`src/motion_regs_params.svh`:
```
// constants of the motion, key status and displacement register group
// assumes a 250 MHz mclk; included by bare name wherever needed
`ifndef MOTION_REGS_PARAMS_SVH
`define MOTION_REGS_PARAMS_SVH

// register addresses on the usb register request path
`define MOTION_STATUS_ADDR 8'h02
`define X_DISPLACEMENT_ADDR 8'h03
`define Y_DISPLACEMENT_ADDR 8'h04
`define SURFACE_QUALITY_ADDR 8'h05

// reset values
`define DISPLACEMENT_RESET 8'h00
`define SURFACE_QUALITY_RESET 8'h00
`define UNMAPPED_READ_VALUE 8'h00
`define KEY_IDLE_LEVEL 5'h1f

// motion status field positions
`define MOVE_FLAG_BIT 7
`define RESERVED_HI_BIT 6
`define RESERVED_LO_BIT 5
`define FIFTH_KEY_BIT 4
`define FOURTH_KEY_BIT 3
`define PRIMARY_KEYS_MSB 2

// debounce timing
`define MCLK_PERIOD_NS 4
`define DEBOUNCE_TIME_US 5000
`define DEBOUNCE_CYCLES (`DEBOUNCE_TIME_US * 1000 / `MCLK_PERIOD_NS)

`endif

```
`src/motion_regs_pkg.sv`:
```
// types shared by the motion register group
// assumes the constants header supplies addresses and field positions
`default_nettype none

package motion_regs_pkg;

  // number of key inputs handled by the debouncer
  localparam int KEY_COUNT = 5;

  // whole state of the register group
  typedef struct packed {
    logic ep_full;
    logic [4:0] ep_keys;
    logic [7:0] ep_x;
    logic [7:0] ep_y;
    logic [7:0] acc_x;
    logic [7:0] acc_y;
    logic acc_pending;
    logic x_read_seen;
    logic [7:0] surface_quality;
    logic [7:0] rdata;
    logic rvalid;
  } regs_state_t;

endpackage

`default_nettype wire

```
`src/key_debounce_if.sv`:
```
// carries raw key pin levels to the debouncer and filtered levels back
// assumes both ends run on the same mclk
`timescale 1ns/1ns
`default_nettype none

interface key_debounce_if;
  logic [4:0] raw;
  logic [4:0] level;
  modport filter (input raw, output level);
  modport user (output raw, input level);
endinterface

`default_nettype wire

```
`src/motion_status_regs.sv`:
```
// motion, key status, displacement and surface quality test registers
// assumes a usb control decoder issues register reads and an endpoint
// engine pulses report_taken when the host has collected a report
//
// How it works
// movement flag reads 1 after movement or a key change since last report, else 0.
// movement flag equals the report endpoint holding unsent data.
// five-key mode: fifth key bit is inverted option-one pin.
// five-key mode: fourth key bit is inverted option-zero pin.
// three primary key bits read 1 for grounded pin, 0 for high.
// key bits come from debounced levels, never from raw pins.
// reserved status bits reset to zero and always read zero.
// x register at 0x03, reset 0x00, holds last sent or queued x.
// y register at 0x04, reset 0x00, holds last sent or queued y.
// both displacements are eight-bit two's complement values.
// displacement magnitude follows the current resolution setting.
// y read without a preceding x read returns zero.
// host uses these only as test aids; navigation uses hid reports.
// host reaches registers through usb requests only.
// movement flag clears once report taken and no new movement or key change is pending.
`timescale 1ns/1ns
`default_nettype none
`include "motion_regs_params.svh"

module motion_status_regs #(
  parameter int DEBOUNCE_CYCLES = `DEBOUNCE_CYCLES
) (
  input wire logic mclk,
  input wire logic rst,
  input wire logic left_key_input_n,
  input wire logic right_key_input_n,
  input wire logic middle_key_input_n,
  input wire logic option_select_zero_pin_n,
  input wire logic option_select_one_pin_n,
  input wire logic five_key_mode,
  input wire logic full_resolution,
  input wire logic motion_valid,
  input wire logic [7:0] motion_dx,
  input wire logic [7:0] motion_dy,
  input wire logic [7:0] surface_quality_in,
  input wire logic report_taken,
  input wire logic reg_rd_req,
  input wire logic [7:0] reg_addr,
  output logic [7:0] reg_rdata,
  output logic reg_rdata_valid,
  output logic report_valid,
  output logic [4:0] report_keys,
  output logic [7:0] report_x,
  output logic [7:0] report_y
);

  motion_regs_pkg::regs_state_t q;
  motion_regs_pkg::regs_state_t d;
  logic [4:0] keys_pressed;
  logic [4:0] keys_now;
  logic [7:0] step_x;
  logic [7:0] step_y;
  logic [7:0] sum_x;
  logic [7:0] sum_y;
  logic pending_now;
  logic ep_free;

  key_debounce_if kif ();

  // saturating signed add keeps a large move from wrapping its sign
  function automatic logic [7:0] sat_add(input logic [7:0] a, input logic [7:0] b);
    logic [8:0] s;
    s = {a[7], a} + {b[7], b};
    if (s[8] != s[7]) begin
      sat_add = s[8] ? 8'h80 : 8'h7f;
    end else begin
      sat_add = s[7:0];
    end
  endfunction

  // half resolution halves the raw count, keeping the sign
  function automatic logic [7:0] res_scale(input logic [7:0] v, input logic full);
    res_scale = full ? v : {v[7], v[7:1]};
  endfunction

  // raw pins go through the debouncer
  assign kif.raw = {option_select_one_pin_n, option_select_zero_pin_n,
                    middle_key_input_n, right_key_input_n, left_key_input_n};

  key_debounce #(
    .DEBOUNCE_CYCLES(DEBOUNCE_CYCLES)
  ) u_debounce (
    .mclk(mclk),
    .rst(rst),
    .keys(kif.filter)
  );

  // key state from filtered levels, inverted so a grounded pin reads 1
  always_comb begin
    keys_pressed = ~kif.level;
    keys_now = keys_pressed;
    if (!five_key_mode) begin
      keys_now[`FIFTH_KEY_BIT] = 1'b0;
      keys_now[`FOURTH_KEY_BIT] = 1'b0;
    end
  end

  // scaled motion and accumulation of this cycle's step
  always_comb begin
    step_x = res_scale(motion_dx, full_resolution);
    step_y = res_scale(motion_dy, full_resolution);
    sum_x = q.acc_x;
    sum_y = q.acc_y;
    pending_now = q.acc_pending;
    if (motion_valid) begin
      sum_x = sat_add(q.acc_x, step_x);
      sum_y = sat_add(q.acc_y, step_y);
      pending_now = q.acc_pending || (step_x != 8'h00) || (step_y != 8'h00);
    end
    ep_free = !q.ep_full || report_taken;
  end

  // next state: endpoint loading, accumulation and register reads
  always_comb begin
    d = q;
    d.rvalid = 1'b0;
    d.surface_quality = surface_quality_in;
    d.acc_x = sum_x;
    d.acc_y = sum_y;
    d.acc_pending = pending_now;
    // a taken report empties the endpoint
    if (report_taken) begin
      d.ep_full = 1'b0;
    end
    // an empty endpoint takes the accumulated move or a key change
    if (ep_free && (pending_now || keys_now != q.ep_keys)) begin
      d.ep_full = 1'b1;
      d.ep_keys = keys_now;
      d.ep_x = sum_x;
      d.ep_y = sum_y;
      d.acc_x = 8'h00;
      d.acc_y = 8'h00;
      d.acc_pending = 1'b0;
    end
    // register read answer, one cycle after the request
    if (reg_rd_req) begin
      d.rvalid = 1'b1;
      unique case (reg_addr)
        `MOTION_STATUS_ADDR: begin
          d.rdata = {q.ep_full, 2'b00, keys_now};
        end
        `X_DISPLACEMENT_ADDR: begin
          d.rdata = q.ep_x;
          d.x_read_seen = 1'b1;
        end
        `Y_DISPLACEMENT_ADDR: begin
          d.rdata = q.x_read_seen ? q.ep_y : 8'h00;
          d.x_read_seen = 1'b0;
        end
        `SURFACE_QUALITY_ADDR: begin
          d.rdata = q.surface_quality;
        end
        default: begin
          d.rdata = `UNMAPPED_READ_VALUE;
        end
      endcase
    end
  end

  // state register
  always_ff @(posedge mclk) begin
    if (rst) begin
      q <= '{ep_full: 1'b0, ep_keys: 5'h00, ep_x: `DISPLACEMENT_RESET,
             ep_y: `DISPLACEMENT_RESET, acc_x: 8'h00, acc_y: 8'h00,
             acc_pending: 1'b0, x_read_seen: 1'b0,
             surface_quality: `SURFACE_QUALITY_RESET, rdata: 8'h00, rvalid: 1'b0};
    end else begin
      q <= d;
    end
  end

  // outputs straight from the state register
  assign reg_rdata = q.rdata;
  assign reg_rdata_valid = q.rvalid;
  assign report_valid = q.ep_full;
  assign report_keys = q.ep_keys;
  assign report_x = q.ep_x;
  assign report_y = q.ep_y;
endmodule

`default_nettype wire

```
`src/key_debounce.sv`:
```
// debounce filter for the five key pins
// assumes pins are already synchronous to mclk
`timescale 1ns/1ns
`default_nettype none
`include "motion_regs_params.svh"

module key_debounce #(
  parameter int DEBOUNCE_CYCLES = `DEBOUNCE_CYCLES
) (
  input wire logic mclk,
  input wire logic rst,
  key_debounce_if.filter keys
);
  localparam int CW = $clog2(DEBOUNCE_CYCLES + 1);
  localparam logic [CW-1:0] LAST = CW'(DEBOUNCE_CYCLES - 1);

  typedef struct packed {
    logic [4:0] level;
    logic [4:0][CW-1:0] cnt;
  } deb_state_t;

  deb_state_t q;
  deb_state_t d;

  // a level moves only after the pin held its new value for the full time
  always_comb begin
    d = q;
    for (int i = 0; i < motion_regs_pkg::KEY_COUNT; i++) begin
      if (keys.raw[i] != q.level[i]) begin
        if (q.cnt[i] == LAST) begin
          d.level[i] = keys.raw[i];
          d.cnt[i] = '0;
        end else begin
          d.cnt[i] = q.cnt[i] + CW'(1);
        end
      end else begin
        d.cnt[i] = '0;
      end
    end
  end

  // state register
  always_ff @(posedge mclk) begin
    if (rst) begin
      q <= '{level: `KEY_IDLE_LEVEL, cnt: '0};
    end else begin
      q <= d;
    end
  end

  assign keys.level = q.level;
endmodule

`default_nettype wire

```
`config.mk`:
```
export PLATFORM = sky130hd
export DESIGN_NAME = motion_status_regs
export DESIGN_NICKNAME = d
export VERILOG_FILES = /design/src/motion_regs_pkg.sv /design/src/key_debounce_if.sv /design/src/motion_status_regs.sv /design/src/key_debounce.sv
export VERILOG_INCLUDE_DIRS = /design/src
export SDC_FILE = /design/constraint.sdc
export NUM_CORES = 1
export LEC_CHECK = 0
export BUFFER_PORTS_ARGS = -buffer_cell sky130_fd_sc_hd__buf_2
export CAP_MARGIN = 20
export CORE_AREA = 2 2 159 114
export CTS_CLUSTER_SIZE = 24
export DETAILED_ROUTE_END_ITERATION = 7
export DIE_AREA = 0 0 161 116
export PLACE_DENSITY = 0.68
export REMOVE_ABC_BUFFERS = 1
export SLEW_MARGIN = 20
export SYNTH_ARGS = -nofsm -noshare
export SYNTH_HDL_FRONTEND = slang
export SYNTH_HIERARCHICAL = 1
export SYNTH_SLANG_ARGS = --single-unit
```
`constraint.sdc`:
```
create_clock -name mclk -period 4.45 [get_ports mclk]
set_input_delay 0.445 -clock mclk [delete_from_list [all_inputs] [get_ports mclk]]
set_output_delay 0.445 -clock mclk [all_outputs]
set_load 0.05 [all_outputs]
```
## Yosys cells after proc, flatten, opt, wreduce, memory -nomap -nowiden

Index checks and enable logic that the tools add are counted.

- $add $sub $neg: 7
- Eq/ne operators: 17
- Mux-type cells: 16
- Bitwise operators: 6
- Reductions and logical operators: 22

Operator list:

| cell | count |
|---|---|
| $add A21 B1 Y21 const B | 5 |
| $eq A21 B21 Y1 const B | 5 |
| $mux W8 | 7 |
| $mux W39 | 1 |
| $pmux W8 S4 | 1 |
| $add A8 B8 Y9 | 2 |
| $eq A8 B2 Y1 const B | 2 |
| $eq A8 B3 Y1 const B | 2 |
| $reduce_bool A8 Y1 | 2 |
| $reduce_or A3 Y1 | 5 |
| $mux W7 | 2 |
| $reduce_and A2 Y1 | 6 |
| $ne A1 B1 Y1 | 7 |
| $ne A5 B5 Y1 | 1 |
| $not A1 Y1 | 5 |
| $not A5 Y5 | 1 |
| $logic_or A1 B1 Y1 | 4 |
| $reduce_bool A2 Y1 | 2 |
| $mux W1 | 3 |
| $mux W2 | 1 |
| $pmux W1 S2 | 1 |
| $reduce_or A2 Y1 | 1 |
| $logic_and A1 B1 Y1 | 1 |
| $logic_not A1 Y1 | 1 |

- Bits in registers: 167
- Bits of input ports: 44
- Output and inout port bits: 31
- Logic and storage cells: 89

## Depth between registers and ports, before layout

Gate-level depths: netlist of the first run.

- Depth after elaboration: 8
- Gate-level depth with buffers: 13
- Gate-level depth less buffers: 11

## By module

Netlist of the first run, hierarchy kept.

By module, submodules not included:

| module | times used | cells each | area an instance (um2) | seq. area each (um2) |
|---|---|---|---|---|
| key_debounce | 1 | 586 | 5047.3 | 2202.1 |
| motion_status_regs | 1 | 425 | 3567.2 | 1141.1 |

## Worst setup path after synthesis of the first run

OpenSTA, ideal clock, no wires.

- Kind: input to register
- From: input port full_resolution
- To: register q, in the netlist report_x[5]
- Setup time: 0.124 ns
- Data arrival time: 3.131 ns
- Data required time: 4.326 ns
- Path slack: 1.195 ns
- Stages on the path: 13
- Buffers on the path: 2
- Cell sequence: buf_2 -> buf_1 -> mux2_2 -> ha_1 -> inv_1 -> fa_1 -> nor2b_1 -> o21a_1 -> o21bai_1 -> nand2_1 -> maj3_1 -> a211oi_2 -> o31ai_1

- Longest elaborated chain between the ends: 7
- Elaborated cells between the ends (all ways): 14
- Those cells by class: 1 x add/sub; 1 x eq/ne; 6 x mux; 6 x reduce/logical

RTL lines:

| element | line | text |
|---|---|---|
| start: declaration | motion_status_regs.sv:36 | `input wire logic full_resolution,` |
| branches (longest 7 deep; another with $add A8 B8 Y9) | n/a |  |
| end signal: assignment | motion_status_regs.sv:168 | `` q <= '{ep_full: 1'b0, ep_keys: 5'h00, ep_x: `DISPLACEMENT_RESET, `` |
| end: declaration | motion_status_regs.sv:52 | `motion_regs_pkg::regs_state_t q;` |

Several ways; the timed one is not identified.
A chain may end at the register's enable or synchronous reset.

## Worst setup path in the final report of the first run

Same ends and word-level chain as after synthesis.

==> results of run 1 <==
==> metrics by stage <==
step                      setup slack (ns)  utilization [%]  cell area [sq um]  power (uW)  cells
after global placement               0.950             52.0               8840        1990   1242
after CTS                             1.31             55.6               9460        3530   1274
after floorplan                       1.49                -               8140        1870    931
after detailed placement             0.909             52.0               8840        1990   1242
final                                 1.25             55.6               9460        3510   1275
after global routing                 0.985             55.6               9460        3650   1275
==> sequential cells by signal (all words and copies together), names as in the netlist <==
| register | cells |
|---|---|
| report_y | 8 |
| q | 26 |
| reg_rdata | 8 |
| report_keys | 5 |
| report_valid | 1 |
| report_x | 8 |
| u_debounce/q | 105 |
| u_debounce/keys.level | 5 |
| reg_rdata_valid | 1 |
==> path summary, 6_finish.rpt <==
| path | from | to | slack (ns) | cells past startpoint |
|---|---|---|---|---|
| worst max-delay path | full_resolution | report_x[5] | 1.25 | 11 |
| worst min-delay path | surface_quality_in[5] | q[14] | 0.23 | 2 |
| worst max register to register | q[28] | report_x[5] | 1.64 | 8 |
| worst min register to register | u_debounce/q[42] | u_debounce/q[42] | 0.47 | 1 |
==> Yosys cell counts (all sizes together) (9+ instances only) <==
library cell | count | share of area [%]
dfxtp | 167 | 39
nor2 | 118 | 5.1
nand2 | 68 | 3.0
buf | 53 | 4.3
o21ai | 48 | 2.8
xnor2 | 48 | 4.9
a21oi | 47 | 2.8
nand3 | 43 | 2.6
inv | 38 | 1.7
xor2 | 38 | 3.9
nand4 | 37 | 2.8
clkbuf | 27 | 1.2
nor3 | 26 | 1.6
ha | 21 | 3.1
or3 | 19 | 1.4
nor2b | 17 | 1.2
or4 | 15 | 1.4
o31ai | 13 | 1.1
and3 | 12 | 0.87
mux2 | 12 | 1.6
nor4 | 12 | 0.87
and4 | 11 | 1.1
a22o | 9 | 0.92
==> logic make-up after synthesis <==
logic type	after synthesis	share of synthesized area, %
compound gates	188	14.5
buf+inv	118	7.19
fa+ha+maj	27	3.98
mux	14	1.84
xor+xnor	86	8.74
simple gates	411	24.9
flops	167	38.8
==> worst max-delay path: cells and delay by family <==
family          cells  cell delay (ns)
fa+ha+maj           1             0.29
simple gates        2             0.36
mux                 1             0.34
buf+inv             2             0.38
compound gates      5             1.66
==> cell usage in the layout, fill, tap and decap left out, drive strengths merged, types with 21 or more instances in the layout <==
| cell type | instances |
|---|---|
| dfxtp | 167 |
| xor2 | 38 |
| a21oi | 47 |
| nor3 | 26 |
| buf | 80 |
| nand4 | 37 |
| ha | 21 |
| o21ai | 48 |
| xnor2 | 48 |
| nand2 | 68 |
| nand3 | 43 |
| nor2 | 118 |
| inv | 43 |
==> power breakdown <==
part           switching [uW]  internal, uW  leakage (uW)
clock                     650           896      0.000289
sequential               33.2          1530       0.00135
combinational             256           146       0.00180
==> per-layer routing <==
metal | global-route usage, % | wire length, um | up-vias
met1 | 33.2 | 10400 | 3359
met5 | 0 | 0 | -
met4 | 7.92 | 314 | 0
met3 | 3.65 | 1190 | 26
li1 | - | - | 3634
met2 | 31.8 | 8250 | 195
==> area by class of cell <==
class | count | area, sq um
diodes | 1 | 2.50
clock buffers | 17 | 425
clock inverters | 15 | 193
fillers | 1588 | 7550
inverters | 38 | 143
multi-input cells | 726 | 4650
flip-flops and latches | 167 | 3340
well taps | 231 | 289
repair buffers | 80 | 415
==> flow_metrics.py, run 1 <==
metrics = {
    "critical_path": {
        "crit_arrival_ns": 3.49,
        "cp-end-kind": "flip-flop",
        "crit_chain": "buf_2 > mux2i_1 > inv_1 > ha_1 > a211oi_1 > nor3_1 > a211oi_2 > nor2_1 > o21a_1 > a211oi_2 > o31ai_1",
        "cp.required_ns": 4.73,
        "critical_path.startpoint_type": "input pin",
        "cpMaxStageDelayCell": "a211oi_2",
        "crit_type": "in2reg",
        "cpMostUsedCell": "a211oi_2",
        "crit_path_max_fanout": 16,
        "max_stage_delay_ns": 0.69,
    },
    "grt": {
        "antenna_found_initial": 1,
        "grt_pass1_wl_um": 32900,
        "first_global_vias": 6374,
        "track_usage_pct": 22.1,
        "overflow": 0,
        "grt_max_degree": 23,
    },
    "clock_tree": {
        "cts_buffer_depth": 2,
        "clkSinkCount": 167,
        "post-cts-setup-buffers": 0,
        "ctsHoldBuffers": 0,
        "cts_made_buffers": 17,
        "cts_tree": "yes",
        "cts.htree.levels": 4,
        "clock_tree.root_cell": "clkbuf_16",
        "ctsResizeCount": 0,
        "cts.clk_slew.worst_paths_ns": 0.07,
        "clkLatencyLatePin_ns": 0.43,
    },
    "drt": {
        "drt_iter0_markers": 629,
        "first_pass_iters": 5,
        "drc": 0,
        "routedWlPerCell_um": 15.8,
        "antenna_left": 0,
        "vias": 7214,
        "vias_per_cell": 5.66,
        "wirelength_um": 20100,
    },
    "layout": {
        "area_delta_synth_final_pct": 9.85,
        "nets": 1097,
        "drive_gt1_share_pct": 13.5,
    },
    "synth": {
        "yosysWarnings": 6,
        "synth_seq_cells": 167,
        "synth_edf_count": 0,
        "netlist_area_sq_um": 8610,
        "ys_seq_area_share_pct": 38.8,
        "syn_inst": 1011,
        "synth_top_flop_cell": "dfxtp_1",
        "ys_async_sr_fraction_pct": 0,
        "postSynthAreaPerCell_sq_um": 8.52,
        "synth.distinct_cells": 72,
    },
    "floorplanning": {
        "coreArea_sq_um": 17000,
        "io_pins": 75,
        "die_h_um": 116,
        "design.die.area_sq_um": 18700,
        "start_util_pct": 50.6,
        "row_count": 40,
        "die_w_um": 161,
    },
    "placed_design": {
        "hpwl_um": 14600,
        "io_buffer_count": 74,
        "finalWeightedCongestion": 0.905,
    },
    "timing": {
        "max_freq_ghz": 0.312,
        "tightest_slew_ns": 1.22,
        "slew_headroom_pct": 17.5,
        "timing.setup.tns_ns": 0,
        "setup_viol": 0,
        "period_minus_slack_ns": 3.20,
        "finalHoldViolCount": 0,
        "fin_skew_ns": 0.00759,
        "finalMaxSlewViolations": 0,
        "whs_ns": 0.226,
        "rsz0062_at_grt": "false",
        "period_share_pct": 72.0,
    },
    "power": {
        "ir_worst_vdd_v": 0.000221,
        "p_per_area_nw_per_um2": 371,
        "p_leak_uw": 0.00344,
    },
    "hold_path": {
        "hold_class": "in2reg",
    },
    "run": {
        "maxCapViolCount": 0,
    },
    "run_status": {
        "outcome": "completed",
    },
}
No activity file was read; power rests on OpenSTA's default activity.
==> inputs of run 2 (changes only) <==
==> constraint.sdc (replaced) <==
create_clock -name mclk -period 3.3 [get_ports mclk]
set_input_delay 0.33 -clock mclk [delete_from_list [all_inputs] [get_ports mclk]]
set_output_delay 0.33 -clock mclk [all_outputs]
set_load 0.05 [all_outputs]
==> flow_metrics.py, run 2 (synthesis results as in run 1) <==
metrics = {
    "critical_path": {
        "cp_num_buf_inv": 2,
        "cp-end-kind": "flip-flop",
        "crit_path_max_fanout": 16,
        "critical_path.startpoint_type": "input pin",
        "crit_chain": "buf_2 > mux2_2 > ha_1 > inv_1 > fa_1 > nor2b_1 > o21a_1 > o21bai_1 > nand2_1 > maj3_1 > a211oi_2 > o31ai_1",
        "crit_type": "in2reg",
        "cp.required_ns": 3.61,
        "path_delay_family": "adder cells",
        "cpMaxStageDelayCell": "maj3_1",
        "max_stage_delay_ns": 0.43,
        "crit_arrival_ns": 3.07,
    },
    "layout": {
        "regMostFlops": "u_debounce/q",
        "final_cell_mix": "167 x dfxtp_1, 118 x nor2_1, 74 x buf_2",
        "drive_gt1_share_pct": 14.1,
        "seq_area_sq_um": 3340,
        "fillCellCount": 1556,
        "nets": 1109,
        "multi_input_comb_area_sq_um": 4650,
        "area_delta_synth_final_pct": 10.6,
        "final_area_sq_um": 9520,
        "largest_reg_flops": 105,
        "reg_top3": "u_debounce/q: 105 flops, q: 26 flops",
        "final_common_cell": "dfxtp_1",
    },
    "clock_tree": {
        "cts.htree.levels": 4,
        "ctsResizeCount": 0,
        "clkSinkCount": 167,
        "cts_made_buffers": 17,
        "ctsHoldBuffers": 0,
        "clock_tree.root_cell": "clkbuf_16",
        "cts_tree": "yes",
        "cts_buffer_depth": 2,
        "clkLatencyLatePin_ns": 0.42,
        "cts.clk_slew.worst_paths_ns": 0.06,
        "post-cts-setup-buffers": 0,
    },
    "power": {
        "pwr-share-seq_pct": 45.0,
        "p_comb_share_pct": 12.0,
        "ir_worst_vdd_v": 0.000458,
        "p_per_area_nw_per_um2": 492,
        "p_sw_share_pct": 25.3,
        "p_switching_uw": 1190,
        "p_leak_uw": 0.00350,
        "p_int_uw": 3500,
        "p_clk_share_pct": 43.0,
    },
    "drt": {
        "routedWlPerCell_um": 15.6,
        "antenna_left": 0,
        "first_pass_iters": 5,
        "vias_per_cell": 5.61,
        "wirelength_um": 20000,
        "drt_iter0_markers": 728,
        "drc": 0,
        "vias": 7215,
    },
    "grt": {
        "grt_max_degree": 23,
        "grt_use_met3_pct": 4.69,
        "grt_use_met2_pct": 31.9,
        "use_met1_pct": 32.4,
        "track_usage_pct": 21.7,
        "antenna_found_initial": 2,
        "overflow": 0,
        "first_global_vias": 6411,
        "grt_pass1_wl_um": 32500,
        "busiest_layer": "met1",
    },
    "timing": {
        "fin_skew_ns": 0.00915,
        "max_freq_ghz": 0.362,
        "slew_headroom_pct": 31.7,
        "setup_viol": 0,
        "period_minus_slack_ns": 2.76,
        "finalMaxSlewViolations": 0,
        "tightest_slew_ns": 1.02,
        "finalHoldViolCount": 0,
        "rsz0062_at_grt": "false",
        "timing.setup.tns_ns": 0,
        "period_share_pct": 83.6,
    },
    "floorplanning": {
        "coreArea_sq_um": 17000,
        "row_count": 40,
        "design.die.area_sq_um": 18700,
        "start_util_pct": 50.6,
        "die_h_um": 116,
        "io_pins": 75,
        "die_w_um": 161,
    },
    "run_status": {
        "outcome": "completed",
    },
    "run": {
        "maxCapViolCount": 0,
    },
    "placed_design": {
        "finalWeightedCongestion": 0.931,
        "dpl-instance-area_sq_um": 8930,
        "hpwl_um": 14900,
        "io_buffer_count": 74,
    },
    "hold_path": {
        "hold_class": "in2reg",
    },
}
==> run 2: changes by cell type in the layout (fill, tap and decap cells not counted), moves of 3 or more <==
cell / previous run / this run
clkinv_4: 3 / 0
clkbuf_1: 0 / 3
clkinv_2: 0 / 4
inv_6: 4 / 0
buf_4: 6 / 18
==> run 2: layout make-up <==
type / instances / share of cell area (%)
tap: 231 / 3.03
timing repair buffer: 92 / 5.31
antenna: 1 / 0.0263
multi-input combinational: 726 / 48.8
sequential: 167 / 35.1
clock buffer: 22 / 4.87
inverter: 38 / 1.50
clock inverter: 9 / 1.31
==> run 2: worst reg2reg max path, stage by stage, from the launching register on <==
cell	delay [ns]
dfxtp_1	0.33
ha_1	0.23
inv_1	0.07
fa_1	0.20
nor2b_1	0.07
o21a_1	0.18
o21bai_1	0.27
nand2_1	0.22
maj3_1	0.43
a211oi_2	0.28
o31ai_1	0.11
==> run 2: through the flow <==
| stage | worst slack (ns) | utilization (%) | power [uW] | hold WS, ns | cells |
|---|---|---|---|---|---|
| global route | 0.375 | 56.0 | 4860 | 0.140 | 1286 |
| CTS | 0.562 | 56.0 | 4710 | 0.136 | 1285 |
| detailed placement | 0.122 | 52.5 | 2700 | 0.452 | 1254 |
| floorplan | 0.451 | - | 2520 | 0.397 | 931 |
| finish | 0.540 | 56.0 | 4680 | 0.142 | 1286 |
| global placement | 0.250 | 52.5 | 2700 | 0.437 | 1254 |
==> run 2: worst paths after layout <==
kind | cells after the start | slack [ns] | start | end
max | 12 | 0.54 | full_resolution | report_x[5]
min | 2 | 0.14 | surface_quality_in[4] | q[13]
max reg2reg | 10 | 0.79 | q[27] | report_x[5]
min reg2reg | 1 | 0.47 | u_debounce/q[84] | u_debounce/q[84]
==> run 2: per-layer routing <==
metal,share of wire [%],vias up,wire [um]
li1,-,3654,-
met5,0,-,0
met1,52,3345,10300
met4,1.0,0,206
met3,5.6,20,1120
met2,42,196,8390
==> run 2: power groups by stage <==
stage          registers [uW]  clock network, uW  logic, uW
5_1_grt                  2110               2130        617
2_1_floorplan            2210                  0        314
3_5_place_dp             2150                  0        553
6_report                 2110               2010        562
4_1_cts                  2110               2040        557
3_3_place_gp             2150                  0        550
